### config.mk
export PLATFORM = sky130hd
export DESIGN_NAME = epci_irq_top
export DESIGN_NICKNAME = d
export VERILOG_FILES = /design/src/epci_irq_top.v
export VERILOG_INCLUDE_DIRS = /design/src /design/src/src
export SDC_FILE = /design/constraint.sdc
export NUM_CORES = 1
export LEC_CHECK = 0
export BUFFER_PORTS_ARGS = -buffer_cell sky130_fd_sc_hd__buf_2
export CELL_PAD_IN_SITES_DETAIL_PLACEMENT = 2
export CELL_PAD_IN_SITES_GLOBAL_PLACEMENT = 2
export CORE_MARGIN = 3
export CORE_UTILIZATION = 36
export DETAILED_ROUTE_END_ITERATION = 10
export GPL_ROUTABILITY_DRIVEN = 0
export PLACE_DENSITY_LB_ADDON = 0.1
export SLEW_MARGIN = 25
export SYNTH_ARGS = -nofsm -noshare
export SYNTH_HDL_FRONTEND = slang
export SYNTH_SLANG_ARGS = --single-unit
### constraint.sdc
create_clock -name I_SYS_CLK -period 2.85 [get_ports I_SYS_CLK]
set_input_delay 0.285 -clock I_SYS_CLK [delete_from_list [all_inputs] [get_ports I_SYS_CLK]]
set_output_delay 0.285 -clock I_SYS_CLK [all_outputs]
set_load 0.01 [all_outputs]
### src/epci_map.vh
`ifndef EPCI_MAP_VH
`define EPCI_MAP_VH

// Register indices; byte address is four times the index
`define EPCI_IDX_ENABLE_MASK 6'h10
`define EPCI_IDX_FLAGS 6'h11
`define EPCI_IDX_MASK_LOW 6'h12
`define EPCI_IDX_MASK_HIGH 6'h13
`define EPCI_IDX_EXT_CTRL 6'h14

// Field positions in interrupt_enable_mask and interrupt_flags
`define EPCI_BIT_EXT 6
`define EPCI_BIT_GRP1 5
`define EPCI_BIT_GRP0 4

// Writable and readable bits per register
`define EPCI_EN_MASK_BITS 8'h70
`define EPCI_FLAG_BITS 8'h70
`define EPCI_MASK_HIGH_BITS 8'h0F
`define EPCI_EXT_CTRL_BITS 8'h03

// Reset values
`define EPCI_RST_ENABLE_MASK 8'h00
`define EPCI_RST_FLAGS 8'h00
`define EPCI_RST_MASK_LOW 8'h00
`define EPCI_RST_MASK_HIGH 8'h00
`define EPCI_RST_EXT_CTRL 2'h0

// Sense select codes
`define EPCI_SENSE_LOW 2'h0
`define EPCI_SENSE_ANY 2'h1
`define EPCI_SENSE_FALL 2'h2
`define EPCI_SENSE_RISE 2'h3

// Vector request bit positions
`define EPCI_VEC_EXT 0
`define EPCI_VEC_GRP0 1
`define EPCI_VEC_GRP1 2

// Cycles after reset before the edge detectors trust their history
`define EPCI_PRIME_CYCLES 2'h3

`endif

### src/epci_irq_top.v
// Notes on behaviour
// - External pin interrupt enabled only when its enable bit and global enable set.
// - Pin activity requests interrupts even when the pin drives as an output.
// - Group 1 enable plus global enable: unmasked change on inputs 11..8 requests.
// - Group 0 enable plus global enable: unmasked change on inputs 7..0 requests.
// - External pin flag sets when an edge or change on the pin triggers.
// - Group 1 flag sets on a change of any unmasked input 11..8.
// - Group 0 flag sets on a change of any unmasked input 7..0.
// - Flag set with its enable and global enable raises the matching vector.
// - Flags clear on vector service or on writing one; zero writes do nothing.
// - In low-level mode the external pin flag stays cleared.
// - Flag register bits 7 and 3..0 read as zero.
// - High mask bits 3..0 gate inputs 11..8; bits 7..4 read zero.
// - Low mask at index 0x12, eight read/write bits, reset zero, gates inputs 7..0.
// - Sense select: 00 low level, 01 any change, 10 falling, 11 rising.
// - Pulses longer than one clock are caught; shorter ones are not guaranteed.
// - Pin change and low level also detected without clock, for wake-up.
// - Low-level mode keeps requesting while the pin stays low.
//
// Added by the designer: the Wishbone interface to the registers.
`include "epci_map.vh"

module epci_irq_top #(
   parameter NUM_PC_LOW = 8,
   parameter NUM_PC_HIGH = 4
) (
   // Clock, reset, enable
   input wire I_SYS_CLK,
   input wire I_RESET_N,
   input wire I_CLK_EN,
   // Wishbone slave
   input wire I_WB_CYC,
   input wire I_WB_STB,
   input wire I_WB_WE,
   input wire [7:0] I_WB_ADR,
   input wire [3:0] I_WB_SEL,
   input wire [31:0] I_WB_DAT,
   output wire [31:0] O_WB_DAT,
   output wire O_WB_ACK,
   // Pins
   input wire I_EXT_PIN_IRQ_ZERO,
   input wire [NUM_PC_LOW-1:0] I_PINCHG_INPUTS_LOW,
   input wire [NUM_PC_HIGH-1:0] I_PINCHG_INPUTS_HIGH,
   // CPU side
   input wire I_GLOBAL_IE,
   input wire [2:0] I_VEC_SERVED,
   output wire [2:0] O_VEC_REQ,
   output wire O_IRQ,
   output wire O_WAKE
);

   localparam NUM_PC = NUM_PC_LOW + NUM_PC_HIGH;
   localparam NUM_IN = NUM_PC + 1;

   // Register state
   reg [7:0] interrupt_enable_mask;
   reg [7:0] interrupt_flags;
   reg [7:0] pin_change_mask_low;
   reg [7:0] pin_change_mask_high;
   reg [1:0] ext_irq_control;
   reg ack;
   reg [7:0] rd_data;

   // Synchroniser and history
   reg [NUM_IN-1:0] sync_meta;
   reg [NUM_IN-1:0] sync_pin;
   reg [NUM_IN-1:0] prev_pin;
   reg [1:0] prime_cnt;
   wire primed;

   wire [NUM_IN-1:0] raw_in;
   wire [NUM_IN-1:0] pin_changed;
   wire [NUM_PC-1:0] pc_mask;
   wire [NUM_PC-1:0] pc_hit;
   wire grp0_event;
   wire grp1_event;
   wire ext_pin;
   wire ext_prev;
   wire ext_level_mode;
   reg ext_event;

   // Bus decode
   wire [5:0] reg_idx;
   wire bus_req;
   wire wr_stb;
   wire wr_en_mask;
   wire wr_flags;
   wire wr_mask_low;
   wire wr_mask_high;
   wire wr_ext_ctrl;

   // Flag updates
   reg [7:0] next_interrupt_flags;
   wire [7:0] flag_set;
   wire [7:0] flag_clr;
   wire [7:0] flag_read;

   // Request gating
   wire gate_ext;
   wire gate_grp0;
   wire gate_grp1;
   wire ext_req;

   assign raw_in = {I_PINCHG_INPUTS_HIGH, I_PINCHG_INPUTS_LOW, I_EXT_PIN_IRQ_ZERO};
   assign pc_mask = {pin_change_mask_high[NUM_PC_HIGH-1:0],
                     pin_change_mask_low[NUM_PC_LOW-1:0]};
   assign primed = (prime_cnt == `EPCI_PRIME_CYCLES);

   // Pins are sampled whatever their direction, so software driving them can trigger
   always @(posedge I_SYS_CLK or negedge I_RESET_N) begin
      if (!I_RESET_N) begin
         sync_meta <= {NUM_IN{1'b0}};
         sync_pin <= {NUM_IN{1'b0}};
         prev_pin <= {NUM_IN{1'b0}};
         prime_cnt <= 2'h0;
      end else if (I_CLK_EN) begin
         sync_meta <= raw_in;
         sync_pin <= sync_meta;
         prev_pin <= sync_pin;
         if (!primed) begin
            prime_cnt <= prime_cnt + 2'h1;
         end
      end
   end

   // History is zero after reset; detection waits until it holds real samples
   genvar g;
   generate
      for (g = 0; g < NUM_IN; g = g + 1) begin : g_detect
         assign pin_changed[g] = primed & (sync_pin[g] ^ prev_pin[g]);
      end
      for (g = 0; g < NUM_PC; g = g + 1) begin : g_mask
         assign pc_hit[g] = pin_changed[g+1] & pc_mask[g];
      end
   endgenerate

   assign grp0_event = |pc_hit[NUM_PC_LOW-1:0];
   assign grp1_event = |pc_hit[NUM_PC-1:NUM_PC_LOW];

   assign ext_pin = sync_pin[0];
   assign ext_prev = prev_pin[0];
   assign ext_level_mode = (ext_irq_control == `EPCI_SENSE_LOW);

   always @* begin
      case (ext_irq_control)
         `EPCI_SENSE_ANY: ext_event = pin_changed[0];
         `EPCI_SENSE_FALL: ext_event = primed & ext_prev & ~ext_pin;
         `EPCI_SENSE_RISE: ext_event = primed & ~ext_prev & ext_pin;
         default: ext_event = 1'b0;
      endcase
   end

   // Bus: one registered ack per request, unmapped indices read zero
   assign reg_idx = I_WB_ADR[7:2];
   assign bus_req = I_WB_CYC & I_WB_STB & ~ack;
   // Writes land on the edge that also sees ack, while the master still holds the request
   assign wr_stb = I_WB_CYC & I_WB_STB & ack & I_WB_WE & I_WB_SEL[0] & I_CLK_EN;
   assign wr_en_mask = wr_stb & (reg_idx == `EPCI_IDX_ENABLE_MASK);
   assign wr_flags = wr_stb & (reg_idx == `EPCI_IDX_FLAGS);
   assign wr_mask_low = wr_stb & (reg_idx == `EPCI_IDX_MASK_LOW);
   assign wr_mask_high = wr_stb & (reg_idx == `EPCI_IDX_MASK_HIGH);
   assign wr_ext_ctrl = wr_stb & (reg_idx == `EPCI_IDX_EXT_CTRL);

   // Flags are edge captured, so the set holds even if enables are off
   assign flag_set[`EPCI_BIT_EXT] = ext_event & ~ext_level_mode;
   assign flag_set[`EPCI_BIT_GRP1] = grp1_event;
   assign flag_set[`EPCI_BIT_GRP0] = grp0_event;
   assign flag_set[7] = 1'b0;
   assign flag_set[3:0] = 4'h0;

   assign flag_clr[`EPCI_BIT_EXT] = I_VEC_SERVED[`EPCI_VEC_EXT];
   assign flag_clr[`EPCI_BIT_GRP1] = I_VEC_SERVED[`EPCI_VEC_GRP1];
   assign flag_clr[`EPCI_BIT_GRP0] = I_VEC_SERVED[`EPCI_VEC_GRP0];
   assign flag_clr[7] = 1'b0;
   assign flag_clr[3:0] = 4'h0;

   always @* begin
      next_interrupt_flags = interrupt_flags & ~flag_clr;
      if (wr_flags) begin
         next_interrupt_flags = next_interrupt_flags & ~I_WB_DAT[7:0];
      end
      // A new event in the clearing cycle wins over the clear
      next_interrupt_flags = (next_interrupt_flags | flag_set) & `EPCI_FLAG_BITS;
      if (ext_level_mode) begin
         next_interrupt_flags[`EPCI_BIT_EXT] = 1'b0;
      end
   end

   always @(posedge I_SYS_CLK or negedge I_RESET_N) begin
      if (!I_RESET_N) begin
         interrupt_enable_mask <= `EPCI_RST_ENABLE_MASK;
         interrupt_flags <= `EPCI_RST_FLAGS;
         pin_change_mask_low <= `EPCI_RST_MASK_LOW;
         pin_change_mask_high <= `EPCI_RST_MASK_HIGH;
         ext_irq_control <= `EPCI_RST_EXT_CTRL;
      end else if (I_CLK_EN) begin
         interrupt_flags <= next_interrupt_flags;
         if (wr_en_mask) begin
            interrupt_enable_mask <= I_WB_DAT[7:0] & `EPCI_EN_MASK_BITS;
         end
         if (wr_mask_low) begin
            pin_change_mask_low <= I_WB_DAT[7:0];
         end
         if (wr_mask_high) begin
            pin_change_mask_high <= I_WB_DAT[7:0] & `EPCI_MASK_HIGH_BITS;
         end
         if (wr_ext_ctrl) begin
            ext_irq_control <= I_WB_DAT[1:0];
         end
      end
   end

   assign flag_read = interrupt_flags & `EPCI_FLAG_BITS;

   always @(posedge I_SYS_CLK or negedge I_RESET_N) begin
      if (!I_RESET_N) begin
         ack <= 1'b0;
         rd_data <= 8'h00;
      end else if (I_CLK_EN) begin
         ack <= bus_req;
         if (bus_req) begin
            case (reg_idx)
               `EPCI_IDX_ENABLE_MASK: rd_data <= interrupt_enable_mask;
               `EPCI_IDX_FLAGS: rd_data <= flag_read;
               `EPCI_IDX_MASK_LOW: rd_data <= pin_change_mask_low;
               `EPCI_IDX_MASK_HIGH: rd_data <= pin_change_mask_high;
               `EPCI_IDX_EXT_CTRL: rd_data <= {6'h00, ext_irq_control};
               default: rd_data <= 8'h00;
            endcase
         end
      end
   end

   assign O_WB_ACK = ack;
   assign O_WB_DAT = {24'h00_0000, rd_data};

   // Requests need the per-source enable and the global enable
   assign gate_ext = I_GLOBAL_IE & interrupt_enable_mask[`EPCI_BIT_EXT];
   assign gate_grp0 = I_GLOBAL_IE & interrupt_enable_mask[`EPCI_BIT_GRP0];
   assign gate_grp1 = I_GLOBAL_IE & interrupt_enable_mask[`EPCI_BIT_GRP1];

   // Level mode bypasses the flag and requests for as long as the pin is low
   assign ext_req = ext_level_mode ? (primed & ~ext_pin)
                                   : interrupt_flags[`EPCI_BIT_EXT];

   assign O_VEC_REQ[`EPCI_VEC_EXT] = gate_ext & ext_req;
   assign O_VEC_REQ[`EPCI_VEC_GRP0] = gate_grp0 & interrupt_flags[`EPCI_BIT_GRP0];
   assign O_VEC_REQ[`EPCI_VEC_GRP1] = gate_grp1 & interrupt_flags[`EPCI_BIT_GRP1];
   assign O_IRQ = |O_VEC_REQ;

   // Clockless wake path: raw pins against the last clocked sample. Glitchy by
   // nature; it only starts the clock, the flags are set by the synchronised path.
   assign O_WAKE = (interrupt_enable_mask[`EPCI_BIT_EXT] & ext_level_mode
                    & ~I_EXT_PIN_IRQ_ZERO)
                 | (interrupt_enable_mask[`EPCI_BIT_GRP0]
                    & |((I_PINCHG_INPUTS_LOW ^ sync_pin[NUM_PC_LOW:1])
                        & pc_mask[NUM_PC_LOW-1:0]))
                 | (interrupt_enable_mask[`EPCI_BIT_GRP1]
                    & |((I_PINCHG_INPUTS_HIGH ^ sync_pin[NUM_PC:NUM_PC_LOW+1])
                        & pc_mask[NUM_PC-1:NUM_PC_LOW]));

endmodule // epci_irq_top

==> out/metrics.cfg <==
[status]
status=complete, but fails checks
violations=negative hold slack

[synthesis]
synth_flop_cell=dfrtp_1
synthesis.area_um2=3517
avgSynthCellArea_um2=12.38
ys_warn_count=0
synth_edf_count=0
ys_ff_latch=70
ys_seq_area_share_pct=49.80
synth_cells=284
async_flop_share_pct=100.0
yosysUniqueCellTypes=42

[hold_path]
hold_path_class=primary input to asynchronous set/reset pin

[timing]
slew_viol_final=0
max-slew-margin-rel_pct=43.70
fin_crit_sh_pct=73.30
hold_violations=2
setup_tns_ns=0
hold_slack_ns=-0.003484
fin_worst_skew_ns=0.009912
max_freq_mhz=478.7
rsz0062_at_grt=false
setup_violations=0
fin_crit_ns=2.089
tightest_slew_ns=0.8380

[clock_tree]
cts.sinks=70
postCtsSetupRepairBufs=0
worstSkewPairLatency_ns=0.34
cts_buffers=9
cts_max_path_buffers=2
cts_tree=done
htreeDepth=3
clk_pin_slew_ns=0.07
cts_resized=0
cts-hold-fix-buffers=0
cts_root_buf=clkbuf_8

[detailed_routing]
vias=2300
vias_per_cell=4.873
drc=0
ant_nets=0
finalWirelength_um=8366
wl_per_cell_um=17.72
drt-initial-drc-count=39
first_pass_iters=3

[placed_design]
dp_hpwl_um=6291
io_buffers=51

[grt]
grt_remaining_overflow=0
grt_pass1_vias=2515
grt_pass1_wl_um=13910
grt.total_usage_pct=16.30
antenna_found_initial=0
grt_max_degree=49

[final_layout]
nNetsFinal=407
antennaDiodeCount=0
syn_to_final_growth_pct=14.51
final_common_cell=dfrtp_1
layout_common_cells=dfrtp_1 (70), buf_2 (51), mux2_2 (49)
drive_gt1_share_pct=37.61

[critical_path]
worstRegToRegCells=3
cp_max_fo=4
timing.rr.start=O_WB_ACK
cp_data_required_time_ns=2.57
start_kind=flip-flop
arrival_ns=1.80
critical_path_class=flip-flop to output pin
cp-startpoint=sync_pin[8]
end_kind=output pin

[power_and_ir_drop]
ir_worst_vdd_v=0.0002626
p_leak_uw=0.001917
p_per_area_nw_per_um2=598.7
total_power_uw=2411

[floorplanning]
die_h_um=104.8
die_x_um=104.8
die_area_um2=10990
core_region_area_um2=9371
row_count=35
start_util_pct=37.53
top_level_ports=105

[job]
maxCapViolCount=0

[cell families (layout without fill, tap and decap cells)]
group                      after synthesis  in the layout  synth area share (%)
other                                    1             24                0.1066
buffers and inverters                   36             72                 6.759
muxes                                   65             65                 21.38
DFF                                     70             70                 49.80
and+or+nand+nor                         48             48                 7.649
AOI/OAI and AO/OA                       37             37                 7.365
adders and majority gates                2              2                0.7114
xor gates and xnor gates                25             25                 6.226
[state kept, by name, summed over array words and instances, names as in the netlist]
name / cells
O_WB_ACK: 1
rd_data: 8
prime_cnt: 2
interrupt_flags: 3
interrupt_enable_mask: 3
pin_change_mask_high: 4
sync_meta: 13
pin_change_mask_low: 8
sync_pin: 13
prev_pin: 13
ext_irq_control: 2
[path summary, 6_finish.rpt]
kind	slack [ns]	to
setup / recovery	0.76	O_WAKE
setup reg to reg	1.10	pin_change_mask_high[2]
hold reg to reg	0.48	rd_data[2]
hold / removal	-0.003	pin_change_mask_low[6]
max in group asynchronous	2.06	sync_pin[1]
min in group I_SYS_CLK	0.19	pin_change_mask_low[7]
[cell usage after synthesis, types with 3 or more instances]
| cell | instances | share of area (%) |
|---|---|---|
| dfrtp_1 | 70 | 50 |
| mux2_2 | 49 | 16 |
| buf_4 | 24 | 5.1 |
| xor2_1 | 24 | 6.0 |
| nand2_1 | 19 | 2.0 |
| a22oi_1 | 12 | 2.6 |
| o21ai_0 | 10 | 1.4 |
| mux2_4 | 8 | 3.4 |
| mux2i_1 | 8 | 2.3 |
| and3_1 | 6 | 1.1 |
| buf_2 | 4 | 0.57 |
| clkbuf_1 | 4 | 0.43 |
| nand4_1 | 4 | 0.71 |
| a22o_1 | 3 | 0.75 |
| nor2_1 | 3 | 0.32 |
| nor3_1 | 3 | 0.43 |
[final cells by class]
class | instances | area [um^2]
Tap cell | 129 | 161.4
Sequential cell | 70 | 1752
Inverter | 2 | 7.507
Clock buffer | 12 | 145.1
Timing Repair Buffer | 54 | 277.8
Clock inverter | 4 | 70.07
Fill cell | 1001 | 5344
Multi-Input combinational cell | 201 | 1614
[per-layer routing]
layer | vias to the layer above | share of wire (%) | track usage [%]
met4 | 0 | 1.6 | 5.904
met5 | - | 0 | 0
met1 | 1168 | 45 | 21.79
met2 | 53 | 48 | 25.80
met3 | 11 | 4.8 | 3.891
li1 | 1068 | - | -
[per-stage QoR]
| step | util, % | instances | setup slack (ns) | area (um^2) |
|---|---|---|---|---|
| after global placement | 40.68 | 456 | 0.7947 | 3812 |
| after detailed placement | 40.68 | 456 | 0.7821 | 3812 |
| after floorplan | - | 307 | 1.267 | 3603 |
| final | 42.98 | 472 | 0.7609 | 4028 |
| after global routing | 42.98 | 472 | 0.6066 | 4028 |
| after CTS | 42.98 | 472 | 0.6966 | 4028 |
[worst max-delay path, cell delays in order (launching register included)]
cell	delay, ns
dfrtp_1	0.42
xor2_1	0.18
a22oi_1	0.22
nand4_1	0.16
a221o_1	0.34
buf_2	0.15
[where the power goes]
group          switching [uW]  total [uW]  internal (uW)
registers                85.9        1180           1090
clock network             370         885            515
logic                     173         347            174
(Power assumes the default switching activity.)
